$ cat config.mk
export PLATFORM = sky130hd
export DESIGN_NAME = pocs_sequencer
export DESIGN_NICKNAME = d
export VERILOG_FILES = /design/src/rtl/pocs_pkg.sv /design/src/rtl/pocs_sequencer.sv /design/src/rtl/pocs_sync.sv
export VERILOG_INCLUDE_DIRS = /design/src /design/src/rtl
export SDC_FILE = /design/constraint.sdc
export NUM_CORES = 1
export LEC_CHECK = 0
export BUFFER_PORTS_ARGS = -buffer_cell sky130_fd_sc_hd__buf_2
export CORE_MARGIN = 5
export CORE_UTILIZATION = 45
export CTS_CLUSTER_DIAMETER = 120
export CTS_CLUSTER_SIZE = 20
export DETAILED_ROUTE_END_ITERATION = 10
export GPL_ROUTABILITY_DRIVEN = 0
export GPL_TIMING_DRIVEN = 0
export PLACE_DENSITY_LB_ADDON = 0.15
export SLEW_MARGIN = 40
export SYNTH_ARGS = -nofsm -noshare
export SYNTH_HDL_FRONTEND = slang
export SYNTH_SLANG_ARGS = --single-unit
$ cat constraint.sdc
create_clock -name mclk_i -period 2.8 [get_ports mclk_i]
set_input_delay 0.56 -clock mclk_i [delete_from_list [all_inputs] [get_ports mclk_i]]
set_output_delay 0.56 -clock mclk_i [all_outputs]
set_load 0.005 [all_outputs]
$ cat src/rtl/pocs_params.svh
// Purpose: constants for the power-on configuration sequencer
// Assumes: 100 MHz mclk_i
// Notes: times in ns, cycle counts derived from them except POCS_CLEAR_CYC
`ifndef POCS_PARAMS_SVH
`define POCS_PARAMS_SVH
`define POCS_CLK_PERIOD_NS 10
`define POCS_CONFIG_TIME_NS 450000
`define POCS_CONFIG_CYC (`POCS_CONFIG_TIME_NS / `POCS_CLK_PERIOD_NS)
`define POCS_BANK_SETTLE_NS 2000
`define POCS_BANK_SETTLE_CYC ((`POCS_BANK_SETTLE_NS + `POCS_CLK_PERIOD_NS - 1) / `POCS_CLK_PERIOD_NS)
`define POCS_ZERO_HOLD_NS 10000
`define POCS_ZERO_HOLD_CYC ((`POCS_ZERO_HOLD_NS + `POCS_CLK_PERIOD_NS - 1) / `POCS_CLK_PERIOD_NS)
`define POCS_CLEAR_CYC 4
`define POCS_CNT_W 20
`endif

$ cat src/rtl/pocs_pkg.sv
// Purpose: types for the power-on configuration sequencer
// Assumes: nothing
// Notes: core supply levels travel as one struct
package pocs_pkg;
	typedef struct packed {
		logic core_start;
		logic core_sag;
		logic core_zero;
	} pocs_core_s;
	typedef enum logic [2:0] {
		ST_OFF,
		ST_DOWNLOAD,
		ST_BANK_WAIT,
		ST_BANK_SETTLE,
		ST_CLEAR,
		ST_OE_WAIT,
		ST_USER,
		ST_ZERO_WAIT
	} pocs_state_e;
endpackage

$ cat src/rtl/pocs_sequencer.sv
// Purpose: power-up, hot-socket and brown-out sequencing
// Assumes: supply comparators deliver digital levels, 1 = supply above threshold, except core_zero_i where 1 = core at 0 V
// Notes: analog thresholds live outside; this block only orders the release
// Operation
// - Outside user mode any supply below threshold raises cutoff and forces output buffers off
// - Pins stay tri-stated until flash-to-SRAM download has completed
// - Weak pull-ups on for whole download, removed at pin release
// - Download starts when core supply crosses the start threshold
// - Download plus user-mode entry fits within the configuration time
// - User mode waits for all bank supplies, 2 us after last one if configuration time has run out
// - In user mode only core sag is watched; sag resets config, tri-states pins
// - After brown-out, download restarts at start threshold, runs configuration time
// - Low-power variant stops monitoring; recovery needs core at 0 V for 10 us
// - Registers cleared and released before I/O tri-state release
// - Clear-pin option holds registers cleared until clear pin deasserts
// - Output-enable-pin option holds tri-state until enable pin asserts
`timescale 1ns/1ps
`include "pocs_params.svh"
module pocs_sequencer #(
	parameter int NUM_BANKS = 4,
	parameter int CONFIG_CYC = `POCS_CONFIG_CYC,
	parameter int BANK_SETTLE_CYC = `POCS_BANK_SETTLE_CYC,
	parameter int ZERO_HOLD_CYC = `POCS_ZERO_HOLD_CYC,
	parameter int CLEAR_CYC = `POCS_CLEAR_CYC
) (
	input wire logic mclk_i,
	input wire logic rst_i,
	input wire logic core_start_ok_i,
	input wire logic core_sag_ok_i,
	input wire logic core_zero_i,
	input wire logic [NUM_BANKS-1:0] bank_ok_i,
	input wire logic low_power_variant_i,
	input wire logic clear_pin_option_i,
	input wire logic oe_pin_option_i,
	input wire logic global_clear_pin_n_i,
	input wire logic global_output_enable_pin_i,
	input wire logic download_done_i,
	output logic supply_low_cutoff_o,
	output logic io_tristate_o,
	output logic weak_pullup_o,
	output logic download_start_o,
	output logic config_reset_o,
	output logic reg_clear_o,
	output logic user_mode_o,
	output logic monitor_active_o
);
	localparam int SYNC_W = 3 + NUM_BANKS + 2;

	pocs_pkg::pocs_state_e state;
	pocs_pkg::pocs_state_e next_state;
	pocs_pkg::pocs_core_s core;
	logic [NUM_BANKS-1:0] bank_ok;
	logic clear_pin_n;
	logic oe_pin;
	logic [SYNC_W-1:0] sync_q;
	logic [`POCS_CNT_W-1:0] cfg_cnt;
	logic [`POCS_CNT_W-1:0] aux_cnt;
	logic [`POCS_CNT_W-1:0] next_cfg_cnt;
	logic [`POCS_CNT_W-1:0] next_aux_cnt;

	// Pins too are asynchronous: clear and enable pins share the synchroniser
	pocs_sync #(
		.WIDTH(SYNC_W),
		.INIT({1'b0, 1'b0, {NUM_BANKS{1'b0}}, 3'b000})
	) u_sync (
		.mclk_i(mclk_i),
		.rst_i(rst_i),
		.async_i({global_output_enable_pin_i, global_clear_pin_n_i, bank_ok_i,
			core_start_ok_i, core_sag_ok_i, core_zero_i}),
		.sync_o(sync_q)
	);
	assign core.core_start = sync_q[2];
	assign core.core_sag = sync_q[1];
	assign core.core_zero = sync_q[0];
	assign bank_ok = sync_q[3 +: NUM_BANKS];
	assign clear_pin_n = sync_q[3 + NUM_BANKS];
	assign oe_pin = sync_q[4 + NUM_BANKS];

	function automatic logic cnt_hit(input logic [`POCS_CNT_W-1:0] cnt, input int lim);
		cnt_hit = (cnt >= lim[`POCS_CNT_W-1:0]);
	endfunction

	wire all_banks = &bank_ok;
	wire any_low = !core.core_start || !all_banks;
	wire in_user = (state == pocs_pkg::ST_USER);
	wire in_oe_wait = (state == pocs_pkg::ST_OE_WAIT);
	// Low-power parts stop watching once user mode is reached
	wire monitoring = !(low_power_variant_i && in_user);
	// In user mode only the core sag comparator counts, banks are ignored
	wire brown_out = (in_user || in_oe_wait) && monitoring && !core.core_sag;
	wire cfg_done = cnt_hit(cfg_cnt, CONFIG_CYC);
	wire clear_hold = clear_pin_option_i && !clear_pin_n;
	wire oe_hold = oe_pin_option_i && !oe_pin;
	wire cutoff_now = monitoring && !in_user && any_low;

	always_comb begin
		next_state = state;
		next_cfg_cnt = cfg_cnt;
		next_aux_cnt = aux_cnt;
		if (state != pocs_pkg::ST_OFF && state != pocs_pkg::ST_ZERO_WAIT && !cfg_done) begin
			next_cfg_cnt = cfg_cnt + `POCS_CNT_W'(1);
		end
		unique case (state)
			pocs_pkg::ST_OFF: begin
				next_cfg_cnt = '0;
				if (core.core_start) begin
					next_state = pocs_pkg::ST_DOWNLOAD;
				end
			end
			pocs_pkg::ST_DOWNLOAD: begin
				if (!core.core_start) begin
					next_state = pocs_pkg::ST_OFF;
				end else if (download_done_i) begin
					next_state = pocs_pkg::ST_BANK_WAIT;
				end
			end
			pocs_pkg::ST_BANK_WAIT: begin
				next_aux_cnt = '0;
				if (!core.core_start) begin
					next_state = pocs_pkg::ST_OFF;
				end else if (all_banks) begin
					next_state = pocs_pkg::ST_BANK_SETTLE;
				end
			end
			pocs_pkg::ST_BANK_SETTLE: begin
				next_aux_cnt = aux_cnt + `POCS_CNT_W'(1);
				if (!core.core_start) begin
					next_state = pocs_pkg::ST_OFF;
				end else if (!all_banks) begin
					next_state = pocs_pkg::ST_BANK_WAIT;
				end else if (!cfg_done || cnt_hit(aux_cnt, BANK_SETTLE_CYC - 1)) begin
					// Early banks ride inside the configuration time
					next_aux_cnt = '0;
					next_state = pocs_pkg::ST_CLEAR;
				end
			end
			pocs_pkg::ST_CLEAR: begin
				next_aux_cnt = aux_cnt + `POCS_CNT_W'(1);
				if (!core.core_start) begin
					next_state = pocs_pkg::ST_OFF;
				end else if (cnt_hit(aux_cnt, CLEAR_CYC - 1)) begin
					next_state = pocs_pkg::ST_OE_WAIT;
				end
			end
			pocs_pkg::ST_OE_WAIT: begin
				if (brown_out) begin
					next_state = pocs_pkg::ST_OFF;
				end else if (!oe_hold) begin
					next_state = pocs_pkg::ST_USER;
				end
			end
			pocs_pkg::ST_USER: begin
				next_aux_cnt = '0;
				if (brown_out) begin
					next_state = pocs_pkg::ST_OFF;
				end else if (low_power_variant_i && !core.core_sag) begin
					next_state = pocs_pkg::ST_ZERO_WAIT;
				end
			end
			pocs_pkg::ST_ZERO_WAIT: begin
				// Function not guaranteed after a sag; pins stay off until a full power cycle
				if (!core.core_zero) begin
					next_aux_cnt = '0;
				end else if (!cnt_hit(aux_cnt, ZERO_HOLD_CYC)) begin
					next_aux_cnt = aux_cnt + `POCS_CNT_W'(1);
				end
				if (cnt_hit(aux_cnt, ZERO_HOLD_CYC) && core.core_start) begin
					next_state = pocs_pkg::ST_DOWNLOAD;
				end
			end
		endcase
		if (next_state == pocs_pkg::ST_OFF) begin
			next_cfg_cnt = '0;
		end
	end

	wire next_dl = (next_state == pocs_pkg::ST_DOWNLOAD);
	wire next_user = (next_state == pocs_pkg::ST_USER);
	wire next_pre_clear = (next_state == pocs_pkg::ST_OFF) || next_dl
		|| (next_state == pocs_pkg::ST_BANK_WAIT) || (next_state == pocs_pkg::ST_BANK_SETTLE)
		|| (next_state == pocs_pkg::ST_ZERO_WAIT);
	wire next_cutoff = (next_state == pocs_pkg::ST_ZERO_WAIT) || (monitoring && any_low && !next_user
		&& !(next_state == pocs_pkg::ST_OE_WAIT));

	always_ff @(posedge mclk_i) begin
		if (rst_i) begin
			state <= pocs_pkg::ST_OFF;
			cfg_cnt <= '0;
			aux_cnt <= '0;
		end else begin
			state <= next_state;
			cfg_cnt <= next_cfg_cnt;
			aux_cnt <= next_aux_cnt;
		end
	end

	always_ff @(posedge mclk_i) begin
		if (rst_i) begin
			supply_low_cutoff_o <= 1'b1;
			io_tristate_o <= 1'b1;
			weak_pullup_o <= 1'b0;
			download_start_o <= 1'b0;
			config_reset_o <= 1'b1;
			reg_clear_o <= 1'b1;
			user_mode_o <= 1'b0;
			monitor_active_o <= 1'b1;
		end else begin
			supply_low_cutoff_o <= next_cutoff || cutoff_now && !next_user;
			io_tristate_o <= !next_user;
			weak_pullup_o <= next_dl || (next_state == pocs_pkg::ST_BANK_WAIT)
				|| (next_state == pocs_pkg::ST_BANK_SETTLE) || (next_state == pocs_pkg::ST_CLEAR)
				|| (next_state == pocs_pkg::ST_OE_WAIT);
			download_start_o <= next_dl && !(state == pocs_pkg::ST_DOWNLOAD);
			config_reset_o <= (next_state == pocs_pkg::ST_OFF) || (next_state == pocs_pkg::ST_ZERO_WAIT);
			// Clear option keeps the clear up through OE_WAIT and user mode while the clear pin is low
			reg_clear_o <= next_pre_clear || (next_state == pocs_pkg::ST_CLEAR)
				|| ((next_user || (next_state == pocs_pkg::ST_OE_WAIT)) && clear_hold);
			user_mode_o <= next_user;
			monitor_active_o <= !(low_power_variant_i && next_user);
		end
	end
endmodule

$ cat src/rtl/pocs_sync.sv
// Purpose: two-flop level synchroniser, parameter width
// Assumes: inputs asynchronous to mclk_i
// Notes: first stage read only by the second
`timescale 1ns/1ps
module pocs_sync #(
	parameter int WIDTH = 1,
	parameter logic [WIDTH-1:0] INIT = '0
) (
	input wire logic mclk_i,
	input wire logic rst_i,
	input wire logic [WIDTH-1:0] async_i,
	output logic [WIDTH-1:0] sync_o
);
	logic [WIDTH-1:0] meta;
	always_ff @(posedge mclk_i) begin
		if (rst_i) begin
			meta <= INIT;
			sync_o <= INIT;
		end else begin
			meta <= async_i;
			sync_o <= meta;
		end
	end
endmodule

======== Yosys cells after proc, flatten, opt, wreduce, memory -nomap -nowiden ========
Index checks and enable logic that the tools add are counted.
storage, ports and cells
  bits in registers ....................... 69
  input port bits ......................... 15
  output and inout port bits .............. 8
  word-level logic and storage cells ...... 112
operators by class
  $add $sub $neg .......................... 2
  magnitude comparators ................... 4
  equal/unequal tests ..................... 16
  mux-type cells .......................... 22
  reductions and logical operators ........ 55
operator list
  cell                                                                  number
  2-to-1 mux 20 bit                                                     5
  one-hot mux 20 bit (4 select lines)                                   1
  2-to-1 mux 3 bit                                                      15
  adder 20 x 1 -> 20 bit (second input constant)                        2
  equality test 3 bit (second input constant)                           8
  one-hot mux 3 bit (8 select lines)                                    1
  greater-or-equal comparator 20 x 10 -> 1 bit (second input constant)  1
  greater-or-equal comparator 20 x 16 -> 1 bit (second input constant)  1
  greater-or-equal comparator 20 x 2 -> 1 bit (second input constant)   1
  greater-or-equal comparator 20 x 8 -> 1 bit (second input constant)   1
  logical AND 1 bit                                                     18
  logical OR 1 bit                                                      17
  equality test 3 x 2 -> 1 bit (second input constant)                  4
  logical NOT 1 bit                                                     12
  equality test 3 x 1 -> 1 bit (second input constant)                  2
  logical NOT 3 bit                                                     2
  != test 3 bit (second input constant)                                 2
  AND reduction 4 bit                                                   1
  nonzero test 4 bit                                                    1
  nonzero test 3 bit                                                    1
  OR reduction 3 bit                                                    1
  AND reduction 2 bit                                                   1
  OR reduction 2 bit                                                    1

======== Depth between registers and ports, before layout ========
Gate-level depths: netlist of the first run.
  word-level depth ........................ 14
  gate-level depth with buffers ........... 9
  depth with buffers taken out ............ 7

======== Modules after synthesis ========
A second synthesis of the first run with hierarchy kept.
unflattened totals
  cells, all modules ...................... 350
  area, all modules ....................... 3136.8 um2
by module, submodules not included
  module          instances  cells an instance  area each (um2)  seq. area each (um2)
  pocs_sequencer  1          313                2647.5           1021.0
  pocs_sync       1          37                 489.2            360.3

======== Worst setup path before layout of the first run ========
Ideal clock, no wire load.
  kind .................................... register to register
  from .................................... register aux_cnt[0]
  to ...................................... register cfg_cnt[12]
  library setup time ...................... 0.115 ns
  data arrival time ....................... 2.183 ns
  data required time ...................... 2.685 ns
  slack ................................... 0.502 ns
  stages on the path, launching flop included .. 8
  path buffers ............................ 1
  period minus slack after synthesis ...... 2.298 ns
  path through ............................ dfxtp_1 -> ha_1 -> a2111o_1 -> a311o_4 -> a211o_1 -> o311ai_4 -> buf_6 -> nor2_2
between the ends
  word-level cells in the longest chain between the ends .. 8
  elaborated cells on any way between the ends .. 14
  classes of those cells .................. order compare (3); mux (7); reduce/logical (4)
ends and longest elaborated chain
  element                                      line                   source
  start: declaration                           pocs_sequencer.sv:57   logic [`POCS_CNT_W-1:0] aux_cnt;
  start signal: assignment                     pocs_sequencer.sv:193  aux_cnt <= next_aux_cnt;
  greater-or-equal comparator 20 x 8 -> 1 bit  pocs_sequencer.sv:80   cnt_hit = (cnt >= lim[`POCS_CNT_W-1:0]);
  logical OR 1 bit                             pocs_sequencer.sv:131  end else if (!cfg_done || cnt_hit(aux_cnt, BANK_SETTLE_CYC - 1)) begin
  2-to-1 mux 3 bit                             pocs_sequencer.sv:131
  2-to-1 mux 3 bit                             pocs_sequencer.sv:129  end else if (!all_banks) begin
  2-to-1 mux 3 bit                             pocs_sequencer.sv:127  if (!core.core_start) begin
  one-hot mux 3 bit (8 select lines) *         pocs_sequencer.sv:103  unique case (state)
  logical NOT 3 bit *                          pocs_sequencer.sv:172  if (next_state == pocs_pkg::ST_OFF) begin
  OR reduction 3 bit (no line) *               n/a
  end signal: assignment                       pocs_sequencer.sv:192  cfg_cnt <= next_cfg_cnt;
  end: declaration                             pocs_sequencer.sv:56   logic [`POCS_CNT_W-1:0] cfg_cnt;
Mark *: on every way between the ends. The rest lies on a longest branch, timed or not.
A chain may end at the register's enable or synchronous reset.

======== Worst setup path after layout of the first run ========
  from .................................... register aux_cnt[5]
  to ...................................... register aux_cnt[4]
between the ends
  word-level cells in the longest chain between the ends .. 6
  elaborated cells on any way between the ends .. 9
  classes of those cells .................. order compare (2); eq/ne (1); mux (4); reduce/logical (2)
ends and longest elaborated chain
  element                                      line
  greater-or-equal comparator 20 x 8 -> 1 bit  pocs_sequencer.sv:80
  logical OR 1 bit                             pocs_sequencer.sv:131
  2-to-1 mux 20 bit                            pocs_sequencer.sv:131
  2-to-1 mux 20 bit                            pocs_sequencer.sv:129
  2-to-1 mux 20 bit                            pocs_sequencer.sv:127
  one-hot mux 20 bit (4 select lines)          pocs_sequencer.sv:103
Several ways; a longest one is shown, not always the timed one.

==> results_tabular.tex, run 1 <==
\begin{tabular}{lr}
\hline
Metric & Value \\
\hline
\multicolumn{2}{l}{\textbf{Drt}} \\
\quad Total wire length after detailed routing & 5771 um \\
\quad Final routed wire length divided by cell count & between 10 and 15 um \\
\quad Count of vias placed by the detailed router & around 2400 \\
\quad Routed vias/inst & around 5 \\
\quad Count of TritonRoute iterations in the first routing pass & 4 \\
\quad Antenna Nets Post-Route & 0 \\
\quad Number of violations reported at the end of detailed-routing iteration 0 & 83 \\
\quad Number of remaining DRC errors & 0 \\
\multicolumn{2}{l}{\textbf{Yosys}} \\
\quad Number of enable flip-flop cells after synthesis & 0 \\
\quad Net count of the mapped netlist & 359 \\
\quad XOR/XNOR share of the synthesized area & between 9 and 10\% \\
\quad Combinational family with the most area after synthesis & simple AND/OR/NAND/NOR gates \\
\quad Share of synthesized cell area in full adder, half adder and majority cells & 1.608\% \\
\quad Mapped Avg Cell Area & between 9 and 10 um\^{}2 \\
\quad Warning count from the yosys run & 0 \\
\quad Post-synth design cell area & 0.003112 mm\^{}2 \\
\quad Mapped Cells & 340 \\
\quad Register bit count reported by yosys & between 60 and 70 \\
\quad Dominant synthesized flop cell & sky130\_fd\_sc\_hd\_\_dfxtp\_1 \\
\quad Complex-gate fraction of the synthesized area & 11.38\% \\
\quad Fraction of the yosys area taken by sequential cells & between 40 and 50\% \\
\quad Multiplexer area fraction after synthesis & less than 1\% \\
\quad Area share of and/or/nand/nor cells after synthesis & 28.95\% \\
\quad Cell variety after synth & 54 \\
\quad Proportion of register bits with asynchronous set or reset after synthesis & 0\% \\
\multicolumn{2}{l}{\textbf{Timing}} \\
\quad Sum Neg Setup Slack & 0 ps \\
\quad Slew @ Worst Pin & $\sim$640 ps \\
\quad Unrepaired setup endpoints after global routing & no \\
\quad Worst Hold Margin & roughly 420 ps \\
\quad Tightest slew margin relative to the limit & between 50\% and 60\% \\
\quad Final count of pins violating max slew & 0 \\
\quad Fin crit period & 2518 ps \\
\quad Worst clock skew & 10.37 ps \\
\quad Number of endpoints failing setup at the final stage & 0 \\
\quad Top achievable clock speed & around 400 MHz \\
\quad Final period utilization & roughly nine tenths \\
\quad Hold Fails Final Rpt & 0 \\
\multicolumn{2}{l}{\textbf{Worst setup path}} \\
\quad Critical Path Slowest Stage Cell & sky130\_fd\_sc\_hd\_\_clkbuf\_1 \\
\quad Worst path arrival time & $\sim$2700 ps \\
\quad List of cells traversed by the critical path & clkbuf\_1 -> o211ai\_1 -> o2111ai\_1 -> nand3\_1 -> a21boi\_0 -> clkbuf\_1 -> nand3b\_1 -> xor2\_1 -> nor2\_1 \\
\quad Kind of end point of the critical path & register \\
\quad Worst-case reg-to-reg path depth & 9 \\
\quad Worst R2R End & aux\_cnt[4] \\
\quad Largest fanout on the critical path & 10 \\
\quad Cell occurring most often along the worst timing path & sky130\_fd\_sc\_hd\_\_clkbuf\_1 \\
\quad Required time at the worst-slack endpoint & 3010 ps \\
\quad WS Path Type & reg -> reg \\
\quad Max stage delay on crit path & $\sim$460 ps \\
\quad End point of the critical path & aux\_cnt[4] \\
\quad R2R Path Start & aux\_cnt[5] \\
\quad Critical path startpoint category & register \\
\quad FF-to-FF setup slack & between 200 and 300 ps \\
\quad Startpoint of the worst setup timing path & aux\_cnt[5] \\
\multicolumn{2}{l}{\textbf{Run}} \\
\quad MaxCap Viol Count & 0 \\
\multicolumn{2}{l}{\textbf{Place}} \\
\quad Placed standard-cell area & 0.003322 mm\^{}2 \\
\quad Input/output buffers & 22 \\
\quad Placed wire-length estimate after detailed placement & between 4000 and 5000 um \\
\multicolumn{2}{l}{\textbf{Clock network}} \\
\quad Number of sinks on the clock net & 69 \\
\quad Clock root buffer master & sky130\_fd\_sc\_hd\_\_clkbuf\_8 \\
\quad Maximum number of buffers from clock root to sink & 2 \\
\quad Number of buffers added to fix hold violations after cts & 0 \\
\quad Count of cells resized by post-cts repair & 0 \\
\quad Clock tree from TritonCTS & done \\
\quad Clock Pin Slew Worst Setup and Hold Paths & roughly 80 ps \\
\quad Clock insertion delay at the later pin of the skew report & 340 ps \\
\quad Clock buffers created by TritonCTS & 9 \\
\quad Setup fix buffers added after clock tree synthesis & 0 \\
\quad Maximum level of the CTS H-tree & 3 \\
\multicolumn{2}{l}{\textbf{Global route}} \\
\quad First-pass GRT wire length & 10280 um \\
\quad Antenna violations before repair & 0 \\
\quad Maximum number of pins on one net before global-route repair & 14 \\
\quad Vias in the first global route & approximately 2200 \\
\quad Total congestion overflow after global routing & 0 \\
\quad GRT Util Overall & around 15\% \\
\multicolumn{2}{l}{\textbf{Outcome}} \\
\quad Outcome & finished clean \\
\multicolumn{2}{l}{\textbf{Die}} \\
\quad Die Ht & 93.16 um \\
\quad Die W & 93.16 um \\
\quad Starting density of the core & about 46\% \\
\quad Number of I/O pins & 23 \\
\quad Full die area & roughly 0.0087 mm\^{}2 \\
\quad Core box area & approximately 0.0068 mm\^{}2 \\
\quad Row cnt & 30 \\
\multicolumn{2}{l}{\textbf{Finish}} \\
\quad Diode count & 0 \\
\quad Post-route cell area & 0.003515 mm\^{}2 \\
\quad Util after Layout & about 52\% \\
\quad Fraction of final layout cells with drive strength greater than 1 & between 10\% and 20\% \\
\quad Filler instances & around 660 \\
\quad Layout Area Growth over Synthesis & 12.95\% \\
\quad Layout Nets & approximately 390 \\
\multicolumn{2}{l}{\textbf{Hold path}} \\
\quad WHS Path Cells & 2 \\
\quad Path category of the worst min-delay check & in -> reg \\
\multicolumn{2}{l}{\textbf{Power and ir drop}} \\
\quad Worst voltage drop across the vdd grid & 0.0002681 V \\
\quad Leakage Power & 1.234 nW \\
\quad P per Cell Area & roughly 520 mW/mm\^{}2 \\
\hline
\end{tabular}
==> kinds of logic after synthesis <==
family	after synthesis
buffers and inverters	30
AOI/OAI and AO/OA	43
xor gates and xnor gates	32
and+or+nand+nor	161
adders and majority gates	4
muxes	1
DFF	69
==> layout make-up <==
class / count / area, um^2 / share of cell area, %
buffer: 16 / 82.58 / 2.350
clock buffer: 11 / 151.4 / 4.308
clock inverter: 5 / 41.29 / 1.175
inverter: 14 / 52.55 / 1.495
multi-input combinational: 241 / 1595 / 45.39
sequential: 69 / 1381 / 39.30
tap: 80 / 100.1 / 2.848
timing repair buffer: 22 / 110.1 / 3.133
==> layout by cell type, fill, tap and decap left out, types with 11 or more instances in the layout <==
master,netlist,final
sky130_fd_sc_hd__xor2_1,12,12
sky130_fd_sc_hd__nand4_1,14,14
sky130_fd_sc_hd__dfxtp_1,69,69
sky130_fd_sc_hd__clkbuf_8,0,11
sky130_fd_sc_hd__nor2_1,34,34
sky130_fd_sc_hd__nor2_2,19,19
sky130_fd_sc_hd__nor4_1,11,11
sky130_fd_sc_hd__xnor2_1,20,20
sky130_fd_sc_hd__nand2_1,14,14
sky130_fd_sc_hd__nor2b_1,23,23
sky130_fd_sc_hd__inv_1,14,14
sky130_fd_sc_hd__buf_2,3,25
==> report_power, final <==
group	internal [mW]	leakage [nW]	switching, mW
Clock	0.379	0.0930	0.394
Combinational	0.0303	0.581	0.0415
Sequential	0.996	0.560	0.00484
==> synth_stat cells, types with 2 or more instances <==
library cell | instances | area (um^2)
sky130_fd_sc_hd__or3_1 | 2 | 12.51
sky130_fd_sc_hd__nor2_2 | 19 | 118.9
sky130_fd_sc_hd__a2111o_1 | 2 | 22.52
sky130_fd_sc_hd__and2_1 | 3 | 18.77
sky130_fd_sc_hd__o21a_1 | 3 | 22.52
sky130_fd_sc_hd__nor4_1 | 11 | 68.82
sky130_fd_sc_hd__a211oi_2 | 2 | 25.02
sky130_fd_sc_hd__nand3_1 | 10 | 50.05
sky130_fd_sc_hd__ha_1 | 4 | 50.05
sky130_fd_sc_hd__buf_2 | 3 | 15.01
sky130_fd_sc_hd__o21ai_1 | 2 | 10.01
sky130_fd_sc_hd__xnor2_1 | 20 | 175.2
sky130_fd_sc_hd__buf_6 | 2 | 22.52
sky130_fd_sc_hd__inv_1 | 14 | 52.55
sky130_fd_sc_hd__and3_1 | 6 | 37.54
sky130_fd_sc_hd__nand2b_1 | 6 | 37.54
sky130_fd_sc_hd__xor2_1 | 12 | 105.1
sky130_fd_sc_hd__a21oi_2 | 2 | 17.52
sky130_fd_sc_hd__clkbuf_1 | 10 | 37.54
sky130_fd_sc_hd__nand4_1 | 14 | 87.58
sky130_fd_sc_hd__and4_1 | 3 | 26.28
sky130_fd_sc_hd__nand2_1 | 14 | 52.55
sky130_fd_sc_hd__a21oi_1 | 8 | 40.04
sky130_fd_sc_hd__nor3_1 | 6 | 30.03
sky130_fd_sc_hd__nor4b_1 | 3 | 26.28
sky130_fd_sc_hd__nor2b_1 | 23 | 143.9
sky130_fd_sc_hd__o211ai_1 | 2 | 15.01
sky130_fd_sc_hd__dfxtp_1 | 69 | 1381
sky130_fd_sc_hd__nor2_1 | 34 | 127.6
sky130_fd_sc_hd__o21ai_0 | 7 | 35.03
==> worst min-delay path by stage <==
stage                         from               end  slack [ps]
2_1_floorplan       u_sync.meta[0]  u_sync.sync_o[0]         410
3_3_place_gp        u_sync.meta[8]  u_sync.sync_o[8]         420
3_5_place_dp        u_sync.meta[2]  u_sync.sync_o[2]         420
4_1_cts        low_power_variant_i  monitor_active_o         410
5_1_grt        low_power_variant_i  monitor_active_o         410
6_report              bank_ok_i[1]    u_sync.meta[4]         420
==> through the flow <==
step / power (mW) / setup slack (ps) / cells
2_1_floorplan: 1.071 / 502.3 / 340
3_5_place_dp: 1.096 / 328.0 / 442
4_1_cts: 1.871 / 311.6 / 458
5_1_grt: 1.930 / 69.13 / 458
6_report: 1.845 / 282.4 / 458
3_3_place_gp: 1.096 / 332.1 / 442
==> sequential cells by signal (all words and copies together) (netlist names) <==
register / count
config_reset_o: 1
supply_low_cutoff_o: 1
monitor_active_o: 1
u_sync.sync_o: 9
aux_cnt: 20
reg_clear_o: 1
io_tristate_o: 1
weak_pullup_o: 1
u_sync.meta: 9
cfg_cnt: 20
download_start_o: 1
state: 3
user_mode_o: 1
==> critical path, delay by kind of cell, from the launching register on <==
kind                      cells  cell delay [ps]
buffers and inverters         2              730
DFF                           1              310
xor gates and xnor gates      1              140
and+or+nand+nor               3              360
AOI/OAI and AO/OA             3              860
==> per-layer routing <==
| metal | GRT usage (%) | vias to the layer above | share of wire (%) |
|---|---|---|---|
| li1 | - | 1235 | - |
| met1 | 19.59 | 1087 | 50 |
| met2 | 22.80 | 23 | 45 |
| met3 | 3.138 | 6 | 3.3 |
| met4 | 6.227 | 0 | 1.4 |
| met5 | 0 | - | 0 |
No activity file was read; power rests on OpenSTA's default activity.
==> inputs of run 2 (changes only) <==
--- a/config.mk
+++ b/config.mk
@@ -14,7 +14,7 @@
 export DETAILED_ROUTE_END_ITERATION = 10
 export GPL_ROUTABILITY_DRIVEN = 0
 export GPL_TIMING_DRIVEN = 0
-export PLACE_DENSITY_LB_ADDON = 0.15
+export PLACE_DENSITY = 0.67
 export SLEW_MARGIN = 40
 export SYNTH_ARGS = -nofsm -noshare
 export SYNTH_HDL_FRONTEND = slang
==> run 2 against run 1 <==
Total power is 0.17% lower. Largest power group unchanged. First-iteration DRC count decreased by 9.6%. Critical path depth shrank 1. Die area is the same. Flip-flop and latch count unchanged. Global-route usage down 0.16 points. Register-to-register slack barely moved.
==> results_tabular.tex, run 2 (same netlist as run 1, synthesis figures left out) <==
\begin{tabular}{lr}
\hline
Metric & Value \\
\hline
\multicolumn{2}{l}{\textbf{Worst setup path}} \\
\quad Required time at the worst-slack endpoint & 3030 ps \\
\quad Buf/Inv on CP & 1 \\
\quad WS Path Type & reg -> reg \\
\quad Largest fanout on the critical path & 10 \\
\quad Critical Path Slowest Stage Cell & sky130\_fd\_sc\_hd\_\_nor4\_1 \\
\quad Worst-case reg-to-reg path depth & 8 \\
\quad Kind of end point of the critical path & register \\
\quad Max stage delay on crit path & about 420 ps \\
\quad FF-to-FF setup slack & roughly 300 ps \\
\quad Critical path's top delay family & compound AO/OA/AOI/OAI gates \\
\quad List of cells traversed by the critical path & nor4\_1 -> nand4\_1 -> nor2b\_1 -> a211oi\_2 -> o221ai\_2 -> o311ai\_4 -> buf\_6 -> nor2\_2 \\
\quad R2R Path Start & aux\_cnt[12] \\
\quad Worst R2R End & cfg\_cnt[8] \\
\quad Critical path startpoint category & register \\
\quad Worst path arrival time & between 2000 and 3000 ps \\
\multicolumn{2}{l}{\textbf{Timing}} \\
\quad Hold Fails Final Rpt & 0 \\
\quad Final count of pins violating max slew & 0 \\
\quad Worst Hold Margin & 424.2 ps \\
\quad Top achievable clock speed & roughly 400 MHz \\
\quad Number of endpoints failing setup at the final stage & 0 \\
\quad Slew @ Worst Pin & 626.5 ps \\
\quad Worst clock skew & 9.142 ps \\
\quad Final period utilization & roughly nine tenths \\
\quad Tightest slew margin relative to the limit & 58.16\% \\
\quad Sum Neg Setup Slack & 0 ps \\
\quad Unrepaired setup endpoints after global routing & no \\
\quad Fin crit period & 2505 ps \\
\multicolumn{2}{l}{\textbf{Drt}} \\
\quad Total wire length after detailed routing & 5722 um \\
\quad Number of remaining DRC errors & 0 \\
\quad Antenna Nets Post-Route & 0 \\
\quad Count of vias placed by the detailed router & between 2000 and 2500 \\
\quad Final routed wire length divided by cell count & 12.49 um \\
\quad Routed vias/inst & slightly above 5 \\
\quad Count of TritonRoute iterations in the first routing pass & 4 \\
\quad Number of violations reported at the end of detailed-routing iteration 0 & 75 \\
\multicolumn{2}{l}{\textbf{Finish}} \\
\quad Most common library cell in the layout ignoring fill and taps & sky130\_fd\_sc\_hd\_\_dfxtp\_1 \\
\quad Layout Area Growth over Synthesis & 12.95\% \\
\quad Layout Nets & between 300 and 400 \\
\quad Filler instances & 650 \\
\quad Leading cell types in the layout, fill and taps excluded & 69 x sky130\_fd\_sc\_hd\_\_dfxtp\_1, 34 x sky130\_fd\_sc\_hd\_\_nor2\_1, 25 x sky130\_fd\_sc\_hd\_\_buf\_2, 23 x sky130\_fd\_sc\_hd\_\_nor2b\_1, 20 x sky130\_fd\_sc\_hd\_\_xnor2\_1 \\
\quad Fraction of final layout cells with drive strength greater than 1 & around a fifth \\
\quad Diode count & 0 \\
\quad Top Registers & aux\_cnt (20), cfg\_cnt (20) \\
\quad Util after Layout & between 50\% and 60\% \\
\multicolumn{2}{l}{\textbf{Clock network}} \\
\quad Clock Pin Slew Worst Setup and Hold Paths & $\sim$80 ps \\
\quad Number of sinks on the clock net & 69 \\
\quad Setup fix buffers added after clock tree synthesis & 0 \\
\quad Number of buffers added to fix hold violations after cts & 0 \\
\quad Count of cells resized by post-cts repair & 0 \\
\quad Clock insertion delay at the later pin of the skew report & around 340 ps \\
\quad Clock tree from TritonCTS & done \\
\quad Maximum level of the CTS H-tree & 3 \\
\quad Clock buffers created by TritonCTS & 9 \\
\quad Clock root buffer master & sky130\_fd\_sc\_hd\_\_clkbuf\_8 \\
\quad Maximum number of buffers from clock root to sink & 2 \\
\multicolumn{2}{l}{\textbf{Die}} \\
\quad Die Ht & 93.16 um \\
\quad Core box area & $\sim$0.0068 mm\^{}2 \\
\quad Full die area & approximately 0.0087 mm\^{}2 \\
\quad Row cnt & 30 \\
\quad Die W & roughly 93 um \\
\quad Starting density of the core & a little under half \\
\quad Number of I/O pins & 23 \\
\multicolumn{2}{l}{\textbf{Hold path}} \\
\quad WHS Path Cells & 2 \\
\quad Path category of the worst min-delay check & in -> reg \\
\quad Min-Delay Endpoint & u\_sync.meta[6] \\
\quad HP Start & bank\_ok\_i[3] \\
\multicolumn{2}{l}{\textbf{Global route}} \\
\quad First-pass GRT wire length & just over 10000 um \\
\quad GRT Util Overall & approximately 14\% \\
\quad Vias in the first global route & approximately 2200 \\
\quad Maximum number of pins on one net before global-route repair & 14 \\
\quad Antenna violations before repair & 0 \\
\quad Total congestion overflow after global routing & 0 \\
\multicolumn{2}{l}{\textbf{Place}} \\
\quad Placed wire-length estimate after detailed placement & 4043 um \\
\quad Input/output buffers & 22 \\
\multicolumn{2}{l}{\textbf{Power and ir drop}} \\
\quad P per Cell Area & roughly 520 mW/mm\^{}2 \\
\quad Worst voltage drop across the vdd grid & $\sim$0.00033 V \\
\quad Leakage Power & roughly 1.2 nW \\
\multicolumn{2}{l}{\textbf{Outcome}} \\
\quad Outcome & finished clean \\
\multicolumn{2}{l}{\textbf{Run}} \\
\quad MaxCap Viol Count & 0 \\
\hline
\end{tabular}
[run 2: worst max-delay path by stage]
| stage | from | end | slack (ps) | cells past startpoint |
|---|---|---|---|---|
| after CTS | aux_cnt[12] | cfg_cnt[8] | 310 | 8 |
| after detailed placement | aux_cnt[0] | cfg_cnt[8] | 350 | 7 |
| after floorplan | aux_cnt[0] | cfg_cnt[12] | 500 | 7 |
| final | aux_cnt[12] | cfg_cnt[8] | 300 | 8 |
| after global routing | aux_cnt[5] | aux_cnt[3] | 150 | 9 |
| after global placement | aux_cnt[0] | download_start_o | 340 | 6 |
[run 2: per-stage QoR]
stage | setup slack (ps) | total power [mW] | std cells | area (um^2)
detailed placement | 346.1 | 1.096 | 442 | 3322
global route | 145.3 | 1.929 | 458 | 3515
global placement | 342.7 | 1.095 | 442 | 3322
finish | 295.2 | 1.842 | 458 | 3515
floorplan | 502.3 | 1.071 | 340 | 3112
CTS | 305.0 | 1.875 | 458 | 3515
[run 2: cell type report]
| class | count | area, um^2 | area share (%) |
|---|---|---|---|
| Buffer | 16 | 82.58 | 2.350 |
| Clock buffer | 11 | 151.4 | 4.308 |
| Clock inverter | 5 | 41.29 | 1.175 |
| Inverter | 14 | 52.55 | 1.495 |
| Multi-Input combinational cell | 241 | 1595 | 45.39 |
| Sequential cell | 69 | 1381 | 39.30 |
| Tap cell | 80 | 100.1 | 2.848 |
| Timing Repair Buffer | 22 | 110.1 | 3.133 |
[run 2: where the power goes]
| part | internal (mW) | total [mW] | switching [mW] | leakage, nW |
|---|---|---|---|---|
| registers | 0.996 | 1.00 | 0.00521 | 0.560 |
| clock network | 0.379 | 0.769 | 0.390 | 0.0930 |
| logic | 0.0303 | 0.0717 | 0.0414 | 0.581 |
[run 2: routing by layer]
layer	up-vias	part of all wire, %	track usage (%)
li1	1238	-	-
met1	1058	50	18.73
met2	24	45	22.26
met3	7	3.5	4.264
met4	0	1.3	6.593
met5	-	0	0
==> inputs of run 3 (changes only) <==
--- a/config.mk
+++ b/config.mk
@@ -14,7 +14,7 @@
 export DETAILED_ROUTE_END_ITERATION = 10
 export GPL_ROUTABILITY_DRIVEN = 0
 export GPL_TIMING_DRIVEN = 0
-export PLACE_DENSITY = 0.67
+export PLACE_DENSITY_LB_ADDON = 0.1
 export SLEW_MARGIN = 40
 export SYNTH_ARGS = -nofsm -noshare
 export SYNTH_HDL_FRONTEND = slang
==> run 3 against run 2 <==
Register-to-register slack got worse by 30 ps. Global-route usage rose by 0.78 points. Final cell count did not move. Sequential share of layout area fell by 0.15 points. Non-clock buffer count did not move. Clock skew fell by 1.5 ps. Maximum frequency fell by 1.1%. Worst hold slack got worse by 7.2 ps. Via count rose by 2.6%. Highest routed layer unchanged.
==> results_tabular.tex, run 3 (same netlist as run 1, synthesis figures left out) <==
\begin{tabular}{lr}
\hline
Metric & Value \\
\hline
\multicolumn{2}{l}{\textbf{Outcome}} \\
\quad Outcome & finished clean \\
\multicolumn{2}{l}{\textbf{Finish}} \\
\quad Post-route cell area & around 0.0035 mm\^{}2 \\
\quad Layout Nets & roughly 400 \\
\quad Filler instances & about 660 \\
\quad Most common library cell in the layout ignoring fill and taps & sky130\_fd\_sc\_hd\_\_dfxtp\_1 \\
\quad Leading cell types in the layout, fill and taps excluded & 69 x sky130\_fd\_sc\_hd\_\_dfxtp\_1, 34 x sky130\_fd\_sc\_hd\_\_nor2\_1, 25 x sky130\_fd\_sc\_hd\_\_buf\_2, 23 x sky130\_fd\_sc\_hd\_\_nor2b\_1, 20 x sky130\_fd\_sc\_hd\_\_xnor2\_1 \\
\quad Top Registers & aux\_cnt (20), cfg\_cnt (20) \\
\quad Diode count & 0 \\
\quad Util after Layout & between 50\% and 60\% \\
\quad Layout Area Growth over Synthesis & 13.39\% \\
\quad Fraction of final layout cells with drive strength greater than 1 & 19.84\% \\
\multicolumn{2}{l}{\textbf{Worst setup path}} \\
\quad Worst path arrival time & 2760 ps \\
\quad WS Path Type & reg -> reg \\
\quad Buf/Inv on CP & 2 \\
\quad List of cells traversed by the critical path & clkbuf\_1 -> o211ai\_1 -> o2111ai\_1 -> nand3\_1 -> a21boi\_0 -> clkbuf\_1 -> nand3b\_1 -> xor2\_1 -> nor2\_1 \\
\quad Critical Path Slowest Stage Cell & sky130\_fd\_sc\_hd\_\_clkbuf\_1 \\
\quad Largest fanout on the critical path & 10 \\
\quad Critical path's top delay family & compound AO/OA/AOI/OAI gates \\
\quad Critical path startpoint category & register \\
\quad Max stage delay on crit path & 430 ps \\
\quad Required time at the worst-slack endpoint & a little over 3000 ps \\
\quad Cell occurring most often along the worst timing path & sky130\_fd\_sc\_hd\_\_clkbuf\_1 \\
\quad R2R Path Start & aux\_cnt[5] \\
\quad Startpoint of the worst setup timing path & aux\_cnt[5] \\
\quad Kind of end point of the critical path & register \\
\multicolumn{2}{l}{\textbf{Die}} \\
\quad Core box area & $\sim$0.0068 mm\^{}2 \\
\quad Die Ht & 93.16 um \\
\quad Die W & 93.16 um \\
\quad Full die area & roughly 0.0087 mm\^{}2 \\
\quad Number of I/O pins & 23 \\
\quad Row cnt & 30 \\
\quad Starting density of the core & 46.06\% \\
\multicolumn{2}{l}{\textbf{Drt}} \\
\quad Met3 wire len & 238 um \\
\quad Count of TritonRoute iterations in the first routing pass & 4 \\
\quad Number of violations reported at the end of detailed-routing iteration 0 & 90 \\
\quad Met2 Wirelength & 2538 um \\
\quad Number of remaining DRC errors & 0 \\
\quad Count of vias placed by the detailed router & approximately 2400 \\
\quad Met1 wire length & approximately 3000 um \\
\quad Final routed wire length divided by cell count & $\sim$13 um \\
\quad Top Metal Used & met4 \\
\quad Antenna Nets Post-Route & 0 \\
\quad Routed vias/inst & 5.212 \\
\quad Total wire length after detailed routing & a little under 6000 um \\
\multicolumn{2}{l}{\textbf{Clock network}} \\
\quad Clock buffers created by TritonCTS & 9 \\
\quad Clock Pin Slew Worst Setup and Hold Paths & roughly 80 ps \\
\quad Number of buffers added to fix hold violations after cts & 0 \\
\quad Clock insertion delay at the later pin of the skew report & between 300 and 400 ps \\
\quad Maximum level of the CTS H-tree & 3 \\
\quad Maximum number of buffers from clock root to sink & 2 \\
\quad Clock root buffer master & sky130\_fd\_sc\_hd\_\_clkbuf\_8 \\
\quad Clock tree from TritonCTS & done \\
\quad Number of sinks on the clock net & 69 \\
\quad Setup fix buffers added after clock tree synthesis & 0 \\
\quad Count of cells resized by post-cts repair & 0 \\
\multicolumn{2}{l}{\textbf{Global route}} \\
\quad Total congestion overflow after global routing & 0 \\
\quad First-pass GRT wire length & approximately 10000 um \\
\quad Vias in the first global route & 2245 \\
\quad Maximum number of pins on one net before global-route repair & 14 \\
\quad Antenna violations before repair & 0 \\
\quad GRT Util Overall & approximately 15\% \\
\multicolumn{2}{l}{\textbf{Timing}} \\
\quad Tightest slew margin relative to the limit & 56.13\% \\
\quad Number of endpoints failing setup at the final stage & 0 \\
\quad Top achievable clock speed & 394.8 MHz \\
\quad Hold Fails Final Rpt & 0 \\
\quad Unrepaired setup endpoints after global routing & no \\
\quad Worst clock skew & 7.672 ps \\
\quad Final period utilization & around nine tenths \\
\quad Final count of pins violating max slew & 0 \\
\quad Sum Neg Setup Slack & 0 ps \\
\quad Worst Hold Margin & $\sim$420 ps \\
\quad Slew @ Worst Pin & about 660 ps \\
\quad Fin crit period & 2533 ps \\
\multicolumn{2}{l}{\textbf{Hold path}} \\
\quad HP Start & global\_clear\_pin\_n\_i \\
\quad Path category of the worst min-delay check & in -> reg \\
\multicolumn{2}{l}{\textbf{Place}} \\
\quad Placed wire-length estimate after detailed placement & 4265 um \\
\quad Input/output buffers & 22 \\
\quad Placed standard-cell area & approximately 0.0033 mm\^{}2 \\
\multicolumn{2}{l}{\textbf{Power and ir drop}} \\
\quad P per Cell Area & approximately 540 mW/mm\^{}2 \\
\quad Final total power & 1.907 mW \\
\quad Leakage Power & $\sim$1.2 nW \\
\quad Worst voltage drop across the vdd grid & about 0.00034 V \\
\multicolumn{2}{l}{\textbf{Run}} \\
\quad MaxCap Viol Count & 0 \\
\hline
\end{tabular}
[run 3: layer usage]
metal,vias up,GRT usage [%]
li1,1231,-
met1,1100,20.33
met2,46,22.98
met3,10,3.701
met4,0,7.692
met5,-,0
[run 3: cell type report]
| type | instances | area (um^2) | share of cell area (%) |
|---|---|---|---|
| multi-input cells | 241 | 1595 | 45.21 |
| inverters | 14 | 52.55 | 1.489 |
| plain buffers | 16 | 82.58 | 2.340 |
| well taps | 80 | 100.1 | 2.837 |
| clock inverters | 6 | 68.82 | 1.950 |
| flip-flops and latches | 69 | 1381 | 39.15 |
| clock buffers | 10 | 137.6 | 3.901 |
| repair buffers | 22 | 110.1 | 3.121 |
[run 3: metrics by stage]
step,setup WS (ps),cells
global placement,285.2,442
floorplan,502.3,340
global route,13.83,458
CTS,258.4,458
finish,267.3,458
detailed placement,267.3,442
[run 3: power breakdown]
part	total, mW	internal, mW	switching, mW
clock network	0.834	0.441	0.393
logic	0.0721	0.0303	0.0418
registers	1.00	0.996	0.00468
total	1.91	1.47	0.439
[run 3: final timing paths]
| check | endpoint | slack, ps | cells past startpoint |
|---|---|---|---|
| max | aux_cnt[4] | 270 | 9 |
| max reg2reg | aux_cnt[4] | 270 | 9 |
| min reg2reg | u_sync.sync_o[6] | 440 | 1 |
| min | u_sync.meta[7] | 420 | 2 |
